`src/cbie_pkg.sv`:
```
//==========================================================================
// Operation
// - Three transmit-buffer enables in bits four to two
// - Unused transmit-enable bits read zero, ignore writes
// - Buffer enables act only in modes one, two
// - Transmit interrupt needs group transmit enable too
// - Six programmable-buffer enables in bits seven to two
// - Two receive-buffer enables in bits one, zero
// - Buffer interrupt needs matching group enable set
// - Unimplemented map addresses read as zero
// - Status register mirrored read-only at repeated addresses
// - Enhanced modes: combined transmit flag on completion
// - Enhanced modes: combined receive flag on reception
// - Enhanced modes: group transmit enable gates all transmit interrupts
// - Enhanced modes: group receive enable gates all receive-buffer interrupts
//==========================================================================
`default_nettype none

package cbie_pkg;

    //======================================================================
    // Widths
    localparam int unsigned ADDR_W = 14;
    localparam int unsigned DATA_W = 32;
    localparam int unsigned IDX_W  = 12;
    localparam int unsigned REG_W  = 8;

    //======================================================================
    // Register indices, byte address is four times the index
    localparam logic [11:0] IDX_TX_BUF_EN    = 12'hDFC;
    localparam logic [11:0] IDX_BUF_EN_LOW   = 12'hDFA;
    localparam logic [11:0] IDX_CTRL_STATUS  = 12'hF6E;
    localparam logic [11:0] IDX_PERIPH_FLAGS = 12'h0F0;
    localparam logic [11:0] IDX_PERIPH_EN    = 12'h0F1;
    localparam logic [11:0] IDX_MODE_CTRL    = 12'h0F2;
    localparam int unsigned N_MIRROR = 10;
    localparam logic [11:0] IDX_STATUS_MIRROR [N_MIRROR] = '{
        12'hF5E, 12'hF4E, 12'hF3E, 12'hF2E, 12'hE7E,
        12'hE6E, 12'hE5E, 12'hE4E, 12'hE3E, 12'hE2E};

    //======================================================================
    // Field layout
    localparam logic [7:0] TX_EN_IMPL   = 8'h1C;
    localparam logic [7:0] BUF_EN_IMPL  = 8'hFF;
    localparam logic [7:0] FULL_IMPL    = 8'hFF;
    localparam int unsigned TX_EN_LSB   = 2;
    localparam int unsigned PROG_EN_LSB = 2;
    localparam int unsigned RX_EN_LSB   = 0;
    localparam int unsigned FLG_INVALID = 7;
    localparam int unsigned FLG_WAKE    = 6;
    localparam int unsigned FLG_ERROR   = 5;
    localparam int unsigned FLG_TX_GRP  = 4;
    localparam int unsigned FLG_TX1     = 3;
    localparam int unsigned FLG_TX0     = 2;
    localparam int unsigned FLG_RX_GRP  = 1;
    localparam int unsigned FLG_RX0_WM  = 0;
    localparam logic [7:0] MASK_LEGACY  = 8'hFF;
    localparam logic [7:0] MASK_ENH     = 8'hF2;
    localparam logic [7:0] MASK_FIFO    = 8'hF3;

    //======================================================================
    // Reset values and bus codes
    localparam logic [7:0] RST_REG  = 8'h00;
    localparam logic [1:0] RESP_OK  = 2'h0;

    typedef enum logic [1:0] {
        MODE_LEGACY = 2'b00,
        MODE_ENH    = 2'b01,
        MODE_FIFO   = 2'b10
    } cbie_mode_type;

endpackage : cbie_pkg

`default_nettype wire

```
`src/cbie_rw_reg.sv`:
```
`default_nettype none

module cbie_rw_reg #(
    parameter logic [7:0] IMPL = 8'hFF
) (
    // Clock and reset
    input  wire logic       clk_in,
    input  wire logic       rst_in,
    // Write port
    input  wire logic       we_in,
    input  wire logic [7:0] wdata_in,
    // Stored value
    output var  logic [7:0] q_out
);

    logic [7:0] val_q;

    always_ff @(posedge clk_in)
    begin
        if (rst_in)
            val_q <= cbie_pkg::RST_REG;
        else if (we_in)
            val_q <= wdata_in & IMPL;
    end

    assign q_out = val_q & IMPL;

endmodule : cbie_rw_reg

`default_nettype wire

```
`src/cbie_top.sv`:
```
`default_nettype none

module cbie_top (
    // Clock and reset
    input  wire logic        CLK_SYS_IN,
    input  wire logic        RST_IN,
    // AXI4-Lite write address
    input  wire logic        AXI_AWVALID_IN,
    output var  logic        AXI_AWREADY_OUT,
    input  wire logic [13:0] AXI_AWADDR_IN,
    // AXI4-Lite write data
    input  wire logic        AXI_WVALID_IN,
    output var  logic        AXI_WREADY_OUT,
    input  wire logic [31:0] AXI_WDATA_IN,
    input  wire logic [3:0]  AXI_WSTRB_IN,
    // AXI4-Lite write response
    output var  logic        AXI_BVALID_OUT,
    input  wire logic        AXI_BREADY_IN,
    output var  logic [1:0]  AXI_BRESP_OUT,
    // AXI4-Lite read address
    input  wire logic        AXI_ARVALID_IN,
    output var  logic        AXI_ARREADY_OUT,
    input  wire logic [13:0] AXI_ARADDR_IN,
    // AXI4-Lite read data
    output var  logic        AXI_RVALID_OUT,
    input  wire logic        AXI_RREADY_IN,
    output var  logic [31:0] AXI_RDATA_OUT,
    output var  logic [1:0]  AXI_RRESP_OUT,
    // Buffer events from the controller core
    input  wire logic [2:0]  TX_DONE_IN,
    input  wire logic [5:0]  PROG_DONE_IN,
    input  wire logic [5:0]  PROG_IS_TX_IN,
    input  wire logic [1:0]  RX_DONE_IN,
    input  wire logic        FIFO_WM_IN,
    input  wire logic        INVALID_MSG_IN,
    input  wire logic        WAKE_IN,
    input  wire logic        BUS_ERROR_IN,
    // Controller status value
    input  wire logic [7:0]  CTRL_STATUS_IN,
    // Interrupt requests
    output var  logic        IRQ_OUT,
    output var  logic        TX_GROUP_REQ_OUT,
    output var  logic        RX_GROUP_REQ_OUT
);

    //======================================================================
    // Declarations
    logic        aw_held_q;
    logic        aw_held_d;
    logic        w_held_q;
    logic        w_held_d;
    logic [11:0] aw_idx_q;
    logic [31:0] w_data_q;
    logic [3:0]  w_strb_q;
    logic        awready_q;
    logic        wready_q;
    logic        bvalid_q;
    logic        aw_hs;
    logic        w_hs;
    logic        wr_fire;
    logic        low_lane;
    logic        arready_q;
    logic        rvalid_q;
    logic        rvalid_d;
    logic [31:0] rdata_q;
    logic        rd_hs;
    logic [11:0] rd_idx;
    logic [7:0]  rd_byte;

    logic        we_tx_en;
    logic        we_buf_en;
    logic        we_periph_en;
    logic        we_flags;
    logic        we_mode;

    logic [7:0]  tx_buffer_irq_enables;
    logic [7:0]  buffer_irq_enables_low;
    logic [7:0]  periph_irq_enable_3;
    logic [7:0]  flags_q;
    logic [7:0]  flag_set;
    logic [7:0]  flag_clr;
    logic [7:0]  periph_irq_flags_3;
    logic [7:0]  eff_en;
    logic [7:0]  status_q;
    cbie_pkg::cbie_mode_type mode_q;
    logic        enhanced;

    logic [2:0]  tx_buf_hit;
    logic [5:0]  prog_hit;
    logic [1:0]  rx_buf_hit;
    logic        any_tx;
    logic        any_rx;
    logic        tx_req;
    logic        rx_req;
    logic        irq_any;
    logic        irq_q;
    logic        tx_req_q;
    logic        rx_req_q;

    //======================================================================
    // Decode helpers
    function automatic logic is_status_idx(input logic [11:0] idx);
        logic hit;
        hit = (idx == cbie_pkg::IDX_CTRL_STATUS);
        for (int i = 0; i < cbie_pkg::N_MIRROR; i++)
        begin
            if (idx == cbie_pkg::IDX_STATUS_MIRROR[i])
                hit = 1'b1;
        end
        return hit;
    endfunction : is_status_idx

    function automatic logic [7:0] mode_mask(
        input cbie_pkg::cbie_mode_type mode
    );
        logic [7:0] m;
        m = cbie_pkg::MASK_LEGACY;
        unique case (mode)
            cbie_pkg::MODE_LEGACY: m = cbie_pkg::MASK_LEGACY;
            cbie_pkg::MODE_ENH:    m = cbie_pkg::MASK_ENH;
            cbie_pkg::MODE_FIFO:   m = cbie_pkg::MASK_FIFO;
            default:               m = cbie_pkg::MASK_LEGACY;
        endcase
        return m;
    endfunction : mode_mask

    //======================================================================
    // Write channels, address and data taken in either order
    assign aw_hs    = AXI_AWVALID_IN & awready_q;
    assign w_hs     = AXI_WVALID_IN & wready_q;
    assign wr_fire  = aw_held_q & w_held_q & ~bvalid_q;
    assign low_lane = w_strb_q[0];

    assign aw_held_d = (aw_held_q | aw_hs) & ~wr_fire;
    assign w_held_d  = (w_held_q | w_hs) & ~wr_fire;

    always_ff @(posedge CLK_SYS_IN)
    begin
        if (RST_IN)
        begin
            aw_held_q <= 1'b0;
            w_held_q  <= 1'b0;
            awready_q <= 1'b0;
            wready_q  <= 1'b0;
        end
        else
        begin
            aw_held_q <= aw_held_d;
            w_held_q  <= w_held_d;
            awready_q <= ~aw_held_d;
            wready_q  <= ~w_held_d;
        end
    end

    always_ff @(posedge CLK_SYS_IN)
    begin
        if (RST_IN)
        begin
            aw_idx_q <= 12'h000;
            w_data_q <= 32'h0000_0000;
            w_strb_q <= 4'h0;
        end
        else
        begin
            if (aw_hs)
                aw_idx_q <= AXI_AWADDR_IN[13:2];
            if (w_hs)
            begin
                w_data_q <= AXI_WDATA_IN;
                w_strb_q <= AXI_WSTRB_IN;
            end
        end
    end

    always_ff @(posedge CLK_SYS_IN)
    begin
        if (RST_IN)
            bvalid_q <= 1'b0;
        else if (wr_fire)
            bvalid_q <= 1'b1;
        else if (AXI_BREADY_IN)
            bvalid_q <= 1'b0;
    end

    //======================================================================
    // Write strobes per register, unmapped writes dropped
    assign we_tx_en     = wr_fire & low_lane &
                          (aw_idx_q == cbie_pkg::IDX_TX_BUF_EN);
    assign we_buf_en    = wr_fire & low_lane &
                          (aw_idx_q == cbie_pkg::IDX_BUF_EN_LOW);
    assign we_periph_en = wr_fire & low_lane &
                          (aw_idx_q == cbie_pkg::IDX_PERIPH_EN);
    assign we_flags     = wr_fire & low_lane &
                          (aw_idx_q == cbie_pkg::IDX_PERIPH_FLAGS);
    assign we_mode      = wr_fire & low_lane &
                          (aw_idx_q == cbie_pkg::IDX_MODE_CTRL);

    //======================================================================
    // Enable registers
    cbie_rw_reg #(
        .IMPL (cbie_pkg::TX_EN_IMPL)
    ) u_tx_en (
        .clk_in   (CLK_SYS_IN),
        .rst_in   (RST_IN),
        .we_in    (we_tx_en),
        .wdata_in (w_data_q[7:0]),
        .q_out    (tx_buffer_irq_enables)
    );

    cbie_rw_reg #(
        .IMPL (cbie_pkg::BUF_EN_IMPL)
    ) u_buf_en (
        .clk_in   (CLK_SYS_IN),
        .rst_in   (RST_IN),
        .we_in    (we_buf_en),
        .wdata_in (w_data_q[7:0]),
        .q_out    (buffer_irq_enables_low)
    );

    cbie_rw_reg #(
        .IMPL (cbie_pkg::FULL_IMPL)
    ) u_periph_en (
        .clk_in   (CLK_SYS_IN),
        .rst_in   (RST_IN),
        .we_in    (we_periph_en),
        .wdata_in (w_data_q[7:0]),
        .q_out    (periph_irq_enable_3)
    );

    //======================================================================
    // Operating mode, illegal code leaves mode unchanged
    always_ff @(posedge CLK_SYS_IN)
    begin
        if (RST_IN)
            mode_q <= cbie_pkg::MODE_LEGACY;
        else if (we_mode)
        begin
            unique case (w_data_q[1:0])
                2'h0:    mode_q <= cbie_pkg::MODE_LEGACY;
                2'h1:    mode_q <= cbie_pkg::MODE_ENH;
                2'h2:    mode_q <= cbie_pkg::MODE_FIFO;
                default: mode_q <= mode_q;
            endcase
        end
    end

    assign enhanced = (mode_q != cbie_pkg::MODE_LEGACY);

    always_ff @(posedge CLK_SYS_IN)
    begin
        if (RST_IN)
            status_q <= cbie_pkg::RST_REG;
        else
            status_q <= CTRL_STATUS_IN;
    end

    //======================================================================
    // Per-buffer qualification
    genvar g;
    generate
        for (g = 0; g < 3; g++)
        begin : g_tx
            assign tx_buf_hit[g] = TX_DONE_IN[g] &
                tx_buffer_irq_enables[cbie_pkg::TX_EN_LSB + g];
        end
        for (g = 0; g < 6; g++)
        begin : g_prog
            assign prog_hit[g] = PROG_DONE_IN[g] &
                buffer_irq_enables_low[cbie_pkg::PROG_EN_LSB + g];
        end
        for (g = 0; g < 2; g++)
        begin : g_rx
            assign rx_buf_hit[g] = RX_DONE_IN[g] &
                buffer_irq_enables_low[cbie_pkg::RX_EN_LSB + g];
        end
    endgenerate

    // OR over buffers of event and own enable
    assign any_tx = (|tx_buf_hit) | (|(prog_hit & PROG_IS_TX_IN));
    assign any_rx = (|rx_buf_hit) | (|(prog_hit & ~PROG_IS_TX_IN));

    //======================================================================
    // Flag set sources by mode
    always_comb
    begin
        flag_set = 8'h00;
        flag_set[cbie_pkg::FLG_INVALID] = INVALID_MSG_IN;
        flag_set[cbie_pkg::FLG_WAKE]    = WAKE_IN;
        flag_set[cbie_pkg::FLG_ERROR]   = BUS_ERROR_IN;
        if (enhanced)
        begin
            flag_set[cbie_pkg::FLG_TX_GRP] = any_tx;
            flag_set[cbie_pkg::FLG_RX_GRP] = any_rx;
            flag_set[cbie_pkg::FLG_RX0_WM] =
                (mode_q == cbie_pkg::MODE_FIFO) & FIFO_WM_IN;
        end
        else
        begin
            // Legacy mode ignores the buffer enable registers
            flag_set[cbie_pkg::FLG_TX_GRP] = TX_DONE_IN[2];
            flag_set[cbie_pkg::FLG_TX1]    = TX_DONE_IN[1];
            flag_set[cbie_pkg::FLG_TX0]    = TX_DONE_IN[0];
            flag_set[cbie_pkg::FLG_RX_GRP] = RX_DONE_IN[1];
            flag_set[cbie_pkg::FLG_RX0_WM] = RX_DONE_IN[0];
        end
    end

    assign flag_clr = we_flags ? w_data_q[7:0] : 8'h00;

    // Sticky flags, a set in the clearing cycle wins
    always_ff @(posedge CLK_SYS_IN)
    begin
        if (RST_IN)
            flags_q <= cbie_pkg::RST_REG;
        else
            flags_q <= (flags_q & ~flag_clr) | flag_set;
    end

    assign periph_irq_flags_3 = flags_q & mode_mask(mode_q);
    assign eff_en             = periph_irq_enable_3 & mode_mask(mode_q);

    //======================================================================
    // Group gating and interrupt output
    assign tx_req = enhanced ?
        (periph_irq_flags_3[cbie_pkg::FLG_TX_GRP] &
         eff_en[cbie_pkg::FLG_TX_GRP]) :
        (|(periph_irq_flags_3[4:2] & eff_en[4:2]));
    assign rx_req = enhanced ?
        (periph_irq_flags_3[cbie_pkg::FLG_RX_GRP] &
         eff_en[cbie_pkg::FLG_RX_GRP]) :
        (|(periph_irq_flags_3[1:0] & eff_en[1:0]));
    assign irq_any = |(periph_irq_flags_3 & eff_en);

    always_ff @(posedge CLK_SYS_IN)
    begin
        if (RST_IN)
        begin
            irq_q    <= 1'b0;
            tx_req_q <= 1'b0;
            rx_req_q <= 1'b0;
        end
        else
        begin
            irq_q    <= irq_any;
            tx_req_q <= tx_req;
            rx_req_q <= rx_req;
        end
    end

    //======================================================================
    // Read channel
    assign rd_hs    = AXI_ARVALID_IN & arready_q;
    assign rd_idx   = AXI_ARADDR_IN[13:2];
    assign rvalid_d = (rvalid_q & ~AXI_RREADY_IN) | rd_hs;

    always_comb
    begin
        rd_byte = 8'h00;
        if (is_status_idx(rd_idx))
            rd_byte = status_q;
        else if (rd_idx == cbie_pkg::IDX_TX_BUF_EN)
            rd_byte = tx_buffer_irq_enables;
        else if (rd_idx == cbie_pkg::IDX_BUF_EN_LOW)
            rd_byte = buffer_irq_enables_low;
        else if (rd_idx == cbie_pkg::IDX_PERIPH_EN)
            rd_byte = eff_en;
        else if (rd_idx == cbie_pkg::IDX_PERIPH_FLAGS)
            rd_byte = periph_irq_flags_3;
        else if (rd_idx == cbie_pkg::IDX_MODE_CTRL)
            rd_byte = {6'h00, mode_q};
    end

    always_ff @(posedge CLK_SYS_IN)
    begin
        if (RST_IN)
        begin
            rvalid_q  <= 1'b0;
            arready_q <= 1'b0;
            rdata_q   <= 32'h0000_0000;
        end
        else
        begin
            rvalid_q  <= rvalid_d;
            arready_q <= ~rvalid_d;
            if (rd_hs)
                rdata_q <= {24'h00_0000, rd_byte};
        end
    end

    //======================================================================
    // Outputs
    assign AXI_AWREADY_OUT  = awready_q;
    assign AXI_WREADY_OUT   = wready_q;
    assign AXI_BVALID_OUT   = bvalid_q;
    assign AXI_BRESP_OUT    = cbie_pkg::RESP_OK;
    assign AXI_ARREADY_OUT  = arready_q;
    assign AXI_RVALID_OUT   = rvalid_q;
    assign AXI_RDATA_OUT    = rdata_q;
    assign AXI_RRESP_OUT    = cbie_pkg::RESP_OK;
    assign IRQ_OUT          = irq_q;
    assign TX_GROUP_REQ_OUT = tx_req_q;
    assign RX_GROUP_REQ_OUT = rx_req_q;

endmodule : cbie_top

`default_nettype wire

```
`config.mk`:
```
export PLATFORM = sky130hd
export DESIGN_NAME = cbie_top
export DESIGN_NICKNAME = d
export VERILOG_FILES = /design/src/cbie_pkg.sv /design/src/cbie_rw_reg.sv /design/src/cbie_top.sv
export SDC_FILE = /design/constraint.sdc
export NUM_CORES = 1
export LEC_CHECK = 0
export BUFFER_PORTS_ARGS = -buffer_cell sky130_fd_sc_hd__clkbuf_2
export CAP_MARGIN = 20
export CORE_MARGIN = 1
export CORE_UTILIZATION = 45
export CTS_CLUSTER_SIZE = 8
export DETAILED_ROUTE_END_ITERATION = 16
export PLACE_DENSITY_LB_ADDON = 0.25
export SLEW_MARGIN = 20
export SYNTH_ARGS = -nofsm -noshare
export SYNTH_HDL_FRONTEND = slang
export SYNTH_HIERARCHICAL = 1
export SYNTH_SLANG_ARGS = --single-unit
export TNS_END_PERCENT = 50
```
`constraint.sdc`:
```
create_clock -name CLK_SYS_IN -period 4.8 [get_ports CLK_SYS_IN]
set_input_delay 0.72 -clock CLK_SYS_IN [delete_from_list [all_inputs] [get_ports CLK_SYS_IN]]
set_output_delay 0.72 -clock CLK_SYS_IN [all_outputs]
set_load 0.01 [all_outputs]
```
# After elaboration in Yosys (flattened, before gate mapping)
# Cells that the tools add are included.
dict set report classes {
  bitwise_logic 50
  n_reduce_logical 12
  muxes 26
  n_eq_ne 25
}
# operator n
set op_table {}
lappend op_table {{$eq 12x12->1 const B} 15}
lappend op_table {{$eq 12x8->1 const B} 6}
lappend op_table {{$mux 8} 6}
lappend op_table {{$and 8x8->8} 4}
lappend op_table {{$and 1x1->1} 28}
lappend op_table {{$mux 1} 15}
lappend op_table {{$and 6x6->6} 2}
lappend op_table {{$reduce_or 6->1} 2}
lappend op_table {{$not 8->8} 1}
lappend op_table {{$or 8x8->8} 1}
lappend op_table {{$pmux 4 s2} 1}
lappend op_table {{$reduce_or 8->1} 1}
lappend op_table {{$mux 2} 3}
lappend op_table {{$not 1->1} 6}
lappend op_table {{$not 6->6} 1}
lappend op_table {{$pmux 2 s3} 1}
lappend op_table {{$reduce_or 3->1} 2}
lappend op_table {{$or 1x1->1} 5}
lappend op_table {{$eq 2x1->1 const B} 2}
lappend op_table {{$eq 2x2->1 const B} 2}
lappend op_table {{$reduce_bool 2->1} 2}
lappend op_table {{$reduce_or 2->1} 2}
lappend op_table {{$and 3x3->3} 1}
lappend op_table {{$reduce_bool 3->1} 1}
lappend op_table {{3 further kinds} 3}
dict set report word_totals {
  out_inout_bits 44
  inputBits 100
  reg_bits 76
  word_cells 133
}

# Longest topological paths before layout
# Gate-level depths: netlist of the first run.
dict set report depth {
  depth_word 12
  ltp_mapped 7
  ltp_nobuf 7
}

# Cells and area by module
# The synthesis of the first run kept the hierarchy.
# mod area_per_inst_um2 cells_per_inst instances seq_area_each_um2
set modules_own_cells {}
lappend modules_own_cells {cbie_top 2926.6 367 1 1141.1}
lappend modules_own_cells {{cbie_rw_reg (u_buf_en ...)} 285.3 26 2 160.2}
lappend modules_own_cells {{cbie_rw_reg (u_tx_en)} 142.6 15 1 60.1}

# Worst setup path before layout of the first run
# Ideal clock, no wire load.
dict set report synth_timing {
  path_kind {input port to flip-flop}
  startpoint {input AXI_ARADDR_IN[13]}
  endpoint {register rdata_q[5], in the netlist AXI_RDATA_OUT[5]}
  setup_time_ps 66
  path_buffers 0
  arrival_ps 2436
  required_ps 4734
  path_stages 5
  setup_slack_ps 2298
  path_cell_list {or4_4 -> or4_4 -> or2_0 -> a311o_1 -> a21oi_2}
}
dict set report synth_via {
  elab_chain_cells 12
  elab_cells_between_ends 30
  classes_between {eq/ne (15); mux (15)}
}
# element line_no
set synth_rtl {}
lappend synth_rtl {{start, declared} cbie_top.sv:23} ;# input wire logic [13:0] AXI_ARADDR_IN,
lappend synth_rtl {{$eq 12x12->1, on equally long branches} {cbie_top.sv:104, cbie_top.sv:107}}
lappend synth_rtl {{$mux 1 (10 in series)} cbie_top.sv:107} ;# if (idx == cbie_pkg::IDX_STATUS_MIRROR[i])
lappend synth_rtl {{$mux 8 *} cbie_top.sv:359} ;# if (is_status_idx(rd_idx))
lappend synth_rtl {{end signal, assigned} cbie_top.sv:386} ;# rdata_q <= {24'h00_0000, rd_byte};
lappend synth_rtl {{end, declared} cbie_top.sv:65} ;# logic [31:0] rdata_q;
# Every way passes the cells marked *; elsewhere a longest branch is shown, timed or not.
# A chain may end at the register's enable or synchronous reset.

# Final worst setup path of the first run
dict set report layout_timing {
  startpoint {register aw_idx_q[10]}
  endpoint {register u_periph_en.val_q[0], in the netlist u_periph_en/q_out[0]}
}
dict set report layout_via {
  elab_chain_cells 2
}
# element line_no
set layout_rtl {}
lappend layout_rtl {{start, declared} cbie_top.sv:52} ;# logic [11:0] aw_idx_q;
lappend layout_rtl {{start signal, assigned} cbie_top.sv:166} ;# aw_idx_q <= AXI_AWADDR_IN[13:2];
lappend layout_rtl {{$eq 12x8->1} cbie_top.sv:192} ;# (aw_idx_q == cbie_pkg::IDX_PERIPH_EN);
lappend layout_rtl {{$and 1x1->1} cbie_top.sv:191} ;# assign we_periph_en = wr_fire & low_lane &
lappend layout_rtl {{via we_periph_en} cbie_top.sv:72} ;# logic we_periph_en;
lappend layout_rtl {{end signal, assigned} cbie_rw_reg.sv:21} ;# val_q <= cbie_pkg::RST_REG;
lappend layout_rtl {{end signal, assigned} cbie_rw_reg.sv:23} ;# val_q <= wdata_in & IMPL;
lappend layout_rtl {{end, declared} cbie_rw_reg.sv:16} ;# logic [7:0] val_q;
# The timed path passes the listed nets, and every way through them passes these cells.

==> impl_metrics.py, run 1 <==
metrics = {
    "setup_path": {
        "crit_required_ns": 5.00,
        "worst_r2r_startpoint": "aw_idx_q[10]",
        "critical_path.endpoint_type": "register",
        "worst_r2r_path_depth": 5,
        "rrSetupSlack_ns": 2.32,
        "timing_worst_setup_path_type": "register to register",
        "reg2reg_to": "u_periph_en/q_out[0]",
        "worstSetupStartpointType": "register",
        "worstPathArrival_ns": 2.69,
        "path_max_fanout": 10,
    },
    "yosys": {
        "synth_top_cell_by_area": "dfxtp_1",
        "synth_enable_flop_cells": 0,
        "ys_warn_count": 6,
        "seq_area_frac_synth": 0.418,
        "synth_area_um2": 3640,
        "yosys.cell_types.count": 53,
        "count_of_state_elements_after_synthesis": 76,
        "postSynth.asyncResetShare": 0,
        "post-synth-top-area-fraction": 0.418,
        "postSynth.topFlopCell": "dfxtp_1",
        "ys_top_cells_by_area": "dfxtp_1 (42%), buf_4 (7.2%), nand2_1 (6.8%)",
        "syn_area_per_cell_um2": 8.39,
        "syn-instance-count": 434,
    },
    "final_layout": {
        "area_growth_syn_to_layout_pct": 15.4,
        "final_core_utilization": 0.541,
        "antenna_cells": 0,
        "num-nets-final": 615,
        "drive_gt1_frac": 0.209,
    },
    "power": {
        "power_frac_clock": 0.397,
        "peakVddDrop_v": 0.000182,
        "power_switching_mw": 0.317,
        "cellInternalPower_mw": 1.01,
        "seq_power_share": 0.507,
        "combinationalPowerShare": 0.096,
        "pwr_density_cell_nw_per_um2": 316,
        "p_leak_nw": 1.67,
        "power.switching_fraction": 0.239,
    },
    "clock_network": {
        "cts-hold-fix-buffers": 0,
        "tritoncts": "done",
        "clock_tree.buffer_depth": 2,
        "clock_sinks": 76,
        "cts.reportedPaths.clkPinSlew_ns": 0.08,
        "cts-buffers-inserted": 9,
        "worstSkewPairLatency_ns": 0.34,
        "cts_setup_buffers": 0,
        "clock_tree.htree_level_count": 3,
        "cts.root.buffer_cell": "clkbuf_8",
        "cts.repair.resized": 0,
    },
    "global_route": {
        "vias_in_the_first_global_route": 3000,
        "globalRouteOverflowTotal": 0,
        "grt_util_all_layers": 0.214,
        "global_route_wire_length_before_repair_um": 14100,
        "grt_max_degree": 74,
        "grt_antenna_before_repair": 0,
    },
    "floorplanning": {
        "die-height_um": 91.9,
        "num_rows": 32,
        "floorplan.core_area_um2": 7770,
        "die-width_um": 91.9,
        "floorplan.initialDensity": 0.469,
        "io-pin-count": 144,
        "design.die.area_um2": 8450,
    },
    "routing": {
        "viasPerCell": 5.33,
        "num_vias": 3293,
        "dr.pass1.iters": 5,
        "remaining_drc_errors": 0,
        "drt-wirelength-per-cell_um": 14.5,
        "dr.first_iter.drc_count": 227,
        "antenna_violating_nets_post_route": 0,
        "routed_wirelength_um": 8950,
    },
    "timing": {
        "rsz0062_at_grt": "no",
        "achievable_frequency_mhz": 403,
        "finalSetupTns_ns": 0,
        "tightest_slew_ns": 0.734,
        "layout_worst_path_cycle_share": 0.517,
        "final_period_minus_worst_setup_slack_ns": 2.48,
        "final_hold_viol_count": 0,
        "final.setup_skew_ns": 0.00577,
        "slew_viol_final": 0,
        "slew_headroom": 0.511,
        "final-setup-viol-count": 0,
    },
    "placed_design": {
        "placement.io_buffers": 84,
        "detailed_place_hpwl_um": 6650,
        "routabilityCongestion": 0.859,
    },
    "status": {
        "run_status": "completed",
    },
    "min_path": {
        "timing.hold.worst.start": "aw_idx_q[5]",
        "holdPathStages": 2,
        "worst_hold_path.endpoint": "aw_idx_q[5]",
        "hold_path.class": "register to register",
    },
    "job": {
        "drv.max_cap_violation_count": 0,
    },
}
==> logic make-up after synthesis <==
family,count (synthesis),share of synthesized area
compound gates,85,0.153
fa+ha+maj,3,0.0103
buf+inv,57,0.0997
flops,76,0.418
mux,26,0.0722
other cells,2,0.00206
simple gates,185,0.245
==> how the worst max path moves through the flow <==
stage,endpoint,startpoint
floorplan,AXI_RDATA_OUT[5],AXI_ARADDR_IN[13]
global placement,AXI_RDATA_OUT[5],AXI_ARADDR_IN[13]
detailed placement,AXI_RDATA_OUT[5],AXI_ARADDR_IN[13]
CTS,u_periph_en/q_out[7],aw_idx_q[10]
global route,u_periph_en/q_out[4],aw_idx_q[10]
finish,u_periph_en/q_out[0],aw_idx_q[10]
==> Yosys cell counts (all sizes together), types with 2 or more instances <==
cell,count
and3,3
nor3,8
a221oi,3
clkbuf,10
nor2,48
a222oi,2
dfxtp,76
nand4b,2
o211ai,3
or3,3
nand2,66
or4,3
a31oi,5
ha,3
mux2i,24
a21o,2
nand2b,4
o22ai,5
buf,41
nand4,3
nand3,16
a211oi,5
nor4,6
a311o,2
inv,6
and2,3
o21a,3
o2bb2ai,2
a22oi,7
mux2,2
a21oi,33
nor2b,10
o21ai,7
conb,2
nand3b,3
or2,2
==> per-layer routing <==
layer | GRT usage | up-vias | wire [µm]
met2 | 0.331 | 151 | 4040
met3 | 0.0514 | 21 | 674
met1 | 0.279 | 1501 | 4030
met4 | 0.105 | 0 | 197
li1 | - | 1620 | -
met5 | 0 | - | 0
==> stage by stage <==
stage	power (mW)	hold WS, ns	instances	setup WS, ns	cell area [µm²]
after CTS	1.33	0.462	618	2.33	4200
after detailed placement	0.812	0.451	603	2.05	3990
after global routing	1.38	0.484	618	2.16	4200
after floorplan	0.774	0.431	465	2.30	3760
after global placement	0.809	0.443	603	2.06	3990
final	1.33	0.457	618	2.32	4200
==> registers in the layout, indices dropped and copies added, names as in the netlist <==
| name | count |
|---|---|
| AXI_AWREADY_OUT | 1 |
| RX_GROUP_REQ_OUT | 1 |
| u_tx_en/val_q | 3 |
| AXI_BVALID_OUT | 1 |
| AXI_RVALID_OUT | 1 |
| aw_held_q | 1 |
| u_buf_en/q_out | 8 |
| w_data_q | 8 |
| flags_q | 8 |
| u_periph_en/q_out | 8 |
| w_held_q | 1 |
| w_strb_q | 1 |
| AXI_WREADY_OUT | 1 |
| status_q | 8 |
| IRQ_OUT | 1 |
| AXI_ARREADY_OUT | 1 |
| AXI_RDATA_OUT | 8 |
| aw_idx_q | 12 |
| TX_GROUP_REQ_OUT | 1 |
| mode_q | 2 |
==> final cells by class <==
cell class                 instances  area [µm²]
timing repair buffer              87         443
tap                              102         128
clock buffer                      11         141
multi-input combinational        332        1870
sequential                        76        1520
inverter                           6        22.5
clock inverter                     4        73.8
fill                             739        3570
==> power by group through the flow <==
| stage | clock, mW | sequential (mW) | combinational [mW] |
|---|---|---|---|
| floorplan | 0 | 0.683 | 0.0909 |
| global placement | 0 | 0.686 | 0.124 |
| detailed placement | 0 | 0.686 | 0.126 |
| CTS | 0.533 | 0.672 | 0.127 |
| global route | 0.563 | 0.675 | 0.142 |
| finish | 0.527 | 0.672 | 0.127 |
==> cells in the final DEF, fill, tap and decap left out, drive strengths merged, types with 4 or more instances in the layout <==
cell type,n
nor3,8
a22oi,7
dfxtp,76
clkbuf,95
o22ai,5
nand2b,4
mux2i,24
conb,33
nand3,16
a211oi,5
nor2,48
nor2b,10
inv,6
nor4,6
o21ai,7
a31oi,5
a21oi,33
nand2,66
==> critical path: stages, from the launching register on <==
cell and delay [ns]:
dfxtp_1 0.32, or4_1 0.57, nor4_4 0.52, and3_1 0.62, mux2i_1 0.25, nor2_1 0.06
Note: power is estimated with default switching activity, not from simulation.
==> inputs of run 2 (changes only) <==
- clock period: 4.8 -> 2.5 ns (I/O delays scaled with it)
==> impl_metrics.py, run 2 (synthesis gave the netlist of run 1 again) <==
metrics = {
    "power": {
        "peakVddDrop_v": 0.000370,
        "pwr_density_cell_nw_per_um2": 602,
        "p_leak_nw": 1.68,
    },
    "timing": {
        "final-setup-viol-count": 0,
        "achievable_frequency_mhz": 476,
        "tightest_slew_ns": 0.714,
        "rsz0062_at_grt": "no",
        "slew_viol_final": 0,
        "final.hold.worst_slack_ns": 0.240,
        "layout_worst_path_cycle_share": 0.841,
        "final.setup_skew_ns": 0.00729,
        "final_hold_viol_count": 0,
        "finalSetupTns_ns": 0,
        "final_period_minus_worst_setup_slack_ns": 2.10,
        "slew_headroom": 0.524,
    },
    "final_layout": {
        "antenna_cells": 0,
        "area_growth_syn_to_layout_pct": 16.2,
        "layout.cells.most_common_list": "clkbuf_2 (84), dfxtp_1 (76), nand2_1 (66), nor2_1 (48), conb_1 (33)",
        "final_instance_count_excl_fillers": 622,
        "final_core_utilization": 0.544,
        "drive_gt1_frac": 0.217,
        "largest_register_ffs": 12,
        "num-nets-final": 619,
        "layout_commonest_cell": "clkbuf_2",
        "reg_with_most_ffs": "aw_idx_q",
    },
    "min_path": {
        "hold_path.class": "input pin to register",
        "worst_hold_path.endpoint": "status_q[6]",
        "holdPathStages": 2,
        "timing.hold.worst.start": "CTRL_STATUS_IN[6]",
    },
    "setup_path": {
        "critical_path.startpoint": "aw_idx_q[10]",
        "rrSetupSlack_ns": 0.40,
        "worst_r2r_startpoint": "aw_idx_q[10]",
        "timing_worst_setup_path_type": "register to register",
        "worstPathArrival_ns": 2.31,
        "path_max_fanout": 8,
        "worst_r2r_path_depth": 5,
        "reg2reg_to": "u_periph_en/q_out[3]",
        "critical_path.endpoint_type": "register",
        "crit_required_ns": 2.71,
        "worstSetupStartpointType": "register",
    },
    "routing": {
        "routed_wirelength_um": 9040,
        "viasPerCell": 5.28,
        "num_vias": 3282,
        "dr.first_iter.drc_count": 244,
        "drt-wirelength-per-cell_um": 14.5,
        "antenna_violating_nets_post_route": 0,
        "dr.pass1.iters": 5,
        "remaining_drc_errors": 0,
    },
    "job": {
        "drv.max_cap_violation_count": 0,
    },
    "clock_network": {
        "cts.repair.resized": 0,
        "clock_tree.buffer_depth": 2,
        "cts_setup_buffers": 0,
        "tritoncts": "done",
        "clock_sinks": 76,
        "cts-buffers-inserted": 9,
        "cts-hold-fix-buffers": 0,
        "worstSkewPairLatency_ns": 0.34,
        "clock_tree.htree_level_count": 3,
        "cts.reportedPaths.clkPinSlew_ns": 0.08,
        "cts.root.buffer_cell": "clkbuf_8",
    },
    "global_route": {
        "gr-usage-met3": 0.0415,
        "grt-busiest-layer": "met2",
        "groute.layer.met1.usage": 0.294,
        "globalRouteOverflowTotal": 0,
        "global_route.usage.met2": 0.361,
        "grt_util_all_layers": 0.222,
        "grt_max_degree": 73,
        "vias_in_the_first_global_route": 3012,
        "global_route_wire_length_before_repair_um": 14700,
        "grt_antenna_before_repair": 0,
    },
    "floorplanning": {
        "num_rows": 32,
        "design.die.area_um2": 8450,
        "floorplan.core_area_um2": 7770,
        "die-width_um": 91.9,
        "die-height_um": 91.9,
        "floorplan.initialDensity": 0.469,
        "io-pin-count": 144,
    },
    "placed_design": {
        "placed_cells": 607,
        "placement.io_buffers": 84,
        "detailed_place_hpwl_um": 6680,
        "routabilityCongestion": 0.843,
    },
    "status": {
        "run_status": "completed",
    },
}
## run 2: cell types whose count changed in the layout (fill, tap and decap cells not counted)
cell,delta
clkbuf_1,-1
inv_6,+1
clkinvlp_4,+2
clkinv_4,-1
clkbuf_8,-1
buf_4,+4
## run 2: layer usage
layer  share of wire  vias to the layer above  wire [µm]
li1                -                     1628          -
met1            0.47                     1520       4210
met2            0.46                      122       4120
met3           0.064                       12        575
met4           0.015                        0        134
met5               0                        -          0
## run 2: critical path: stages (launching register included)
cell and delay [ns]:
dfxtp_1 0.32, or4_1 0.58, nor4_4 0.16, and3_1 0.56, mux2i_1 0.28, nor2_1 0.06
## run 2: how the worst max path moves through the flow
stage	to	slack, ns	cells past startpoint
2_1_floorplan	AXI_RDATA_OUT[5]	0.34	5
3_3_place_gp	AXI_RDATA_OUT[5]	0.14	6
3_5_place_dp	AXI_RDATA_OUT[5]	0.11	6
4_1_cts	u_periph_en/q_out[3]	0.40	5
5_1_grt	u_periph_en/q_out[7]	0.29	5
6_report	u_periph_en/q_out[3]	0.40	5
## run 2: cell type report
class	instances	area [µm²]
multi-input combinational	332	1870
fill	769	3540
clock buffer	9	124
timing repair buffer	91	473
clock inverter	6	88.8
inverter	6	22.5
tap	102	128
sequential	76	1520
## run 2: through the flow
step	setup slack, ns	area [µm²]	power [mW]
3_5_place_dp	0.109	4020	1.56
6_report	0.398	4230	2.55
5_1_grt	0.292	4230	2.66
2_1_floorplan	0.343	3760	1.49
4_1_cts	0.405	4230	2.56
3_3_place_gp	0.136	4020	1.56
## run 2: power breakdown
part / switching [mW] / total, mW / leakage (nW) / internal (mW)
combinational: 0.148 / 0.246 / 0.958 / 0.0981
sequential: 0.0341 / 1.29 / 0.621 / 1.25
clock: 0.454 / 1.01 / 0.102 / 0.558
total: 0.636 / 2.55 / 1.68 / 1.91
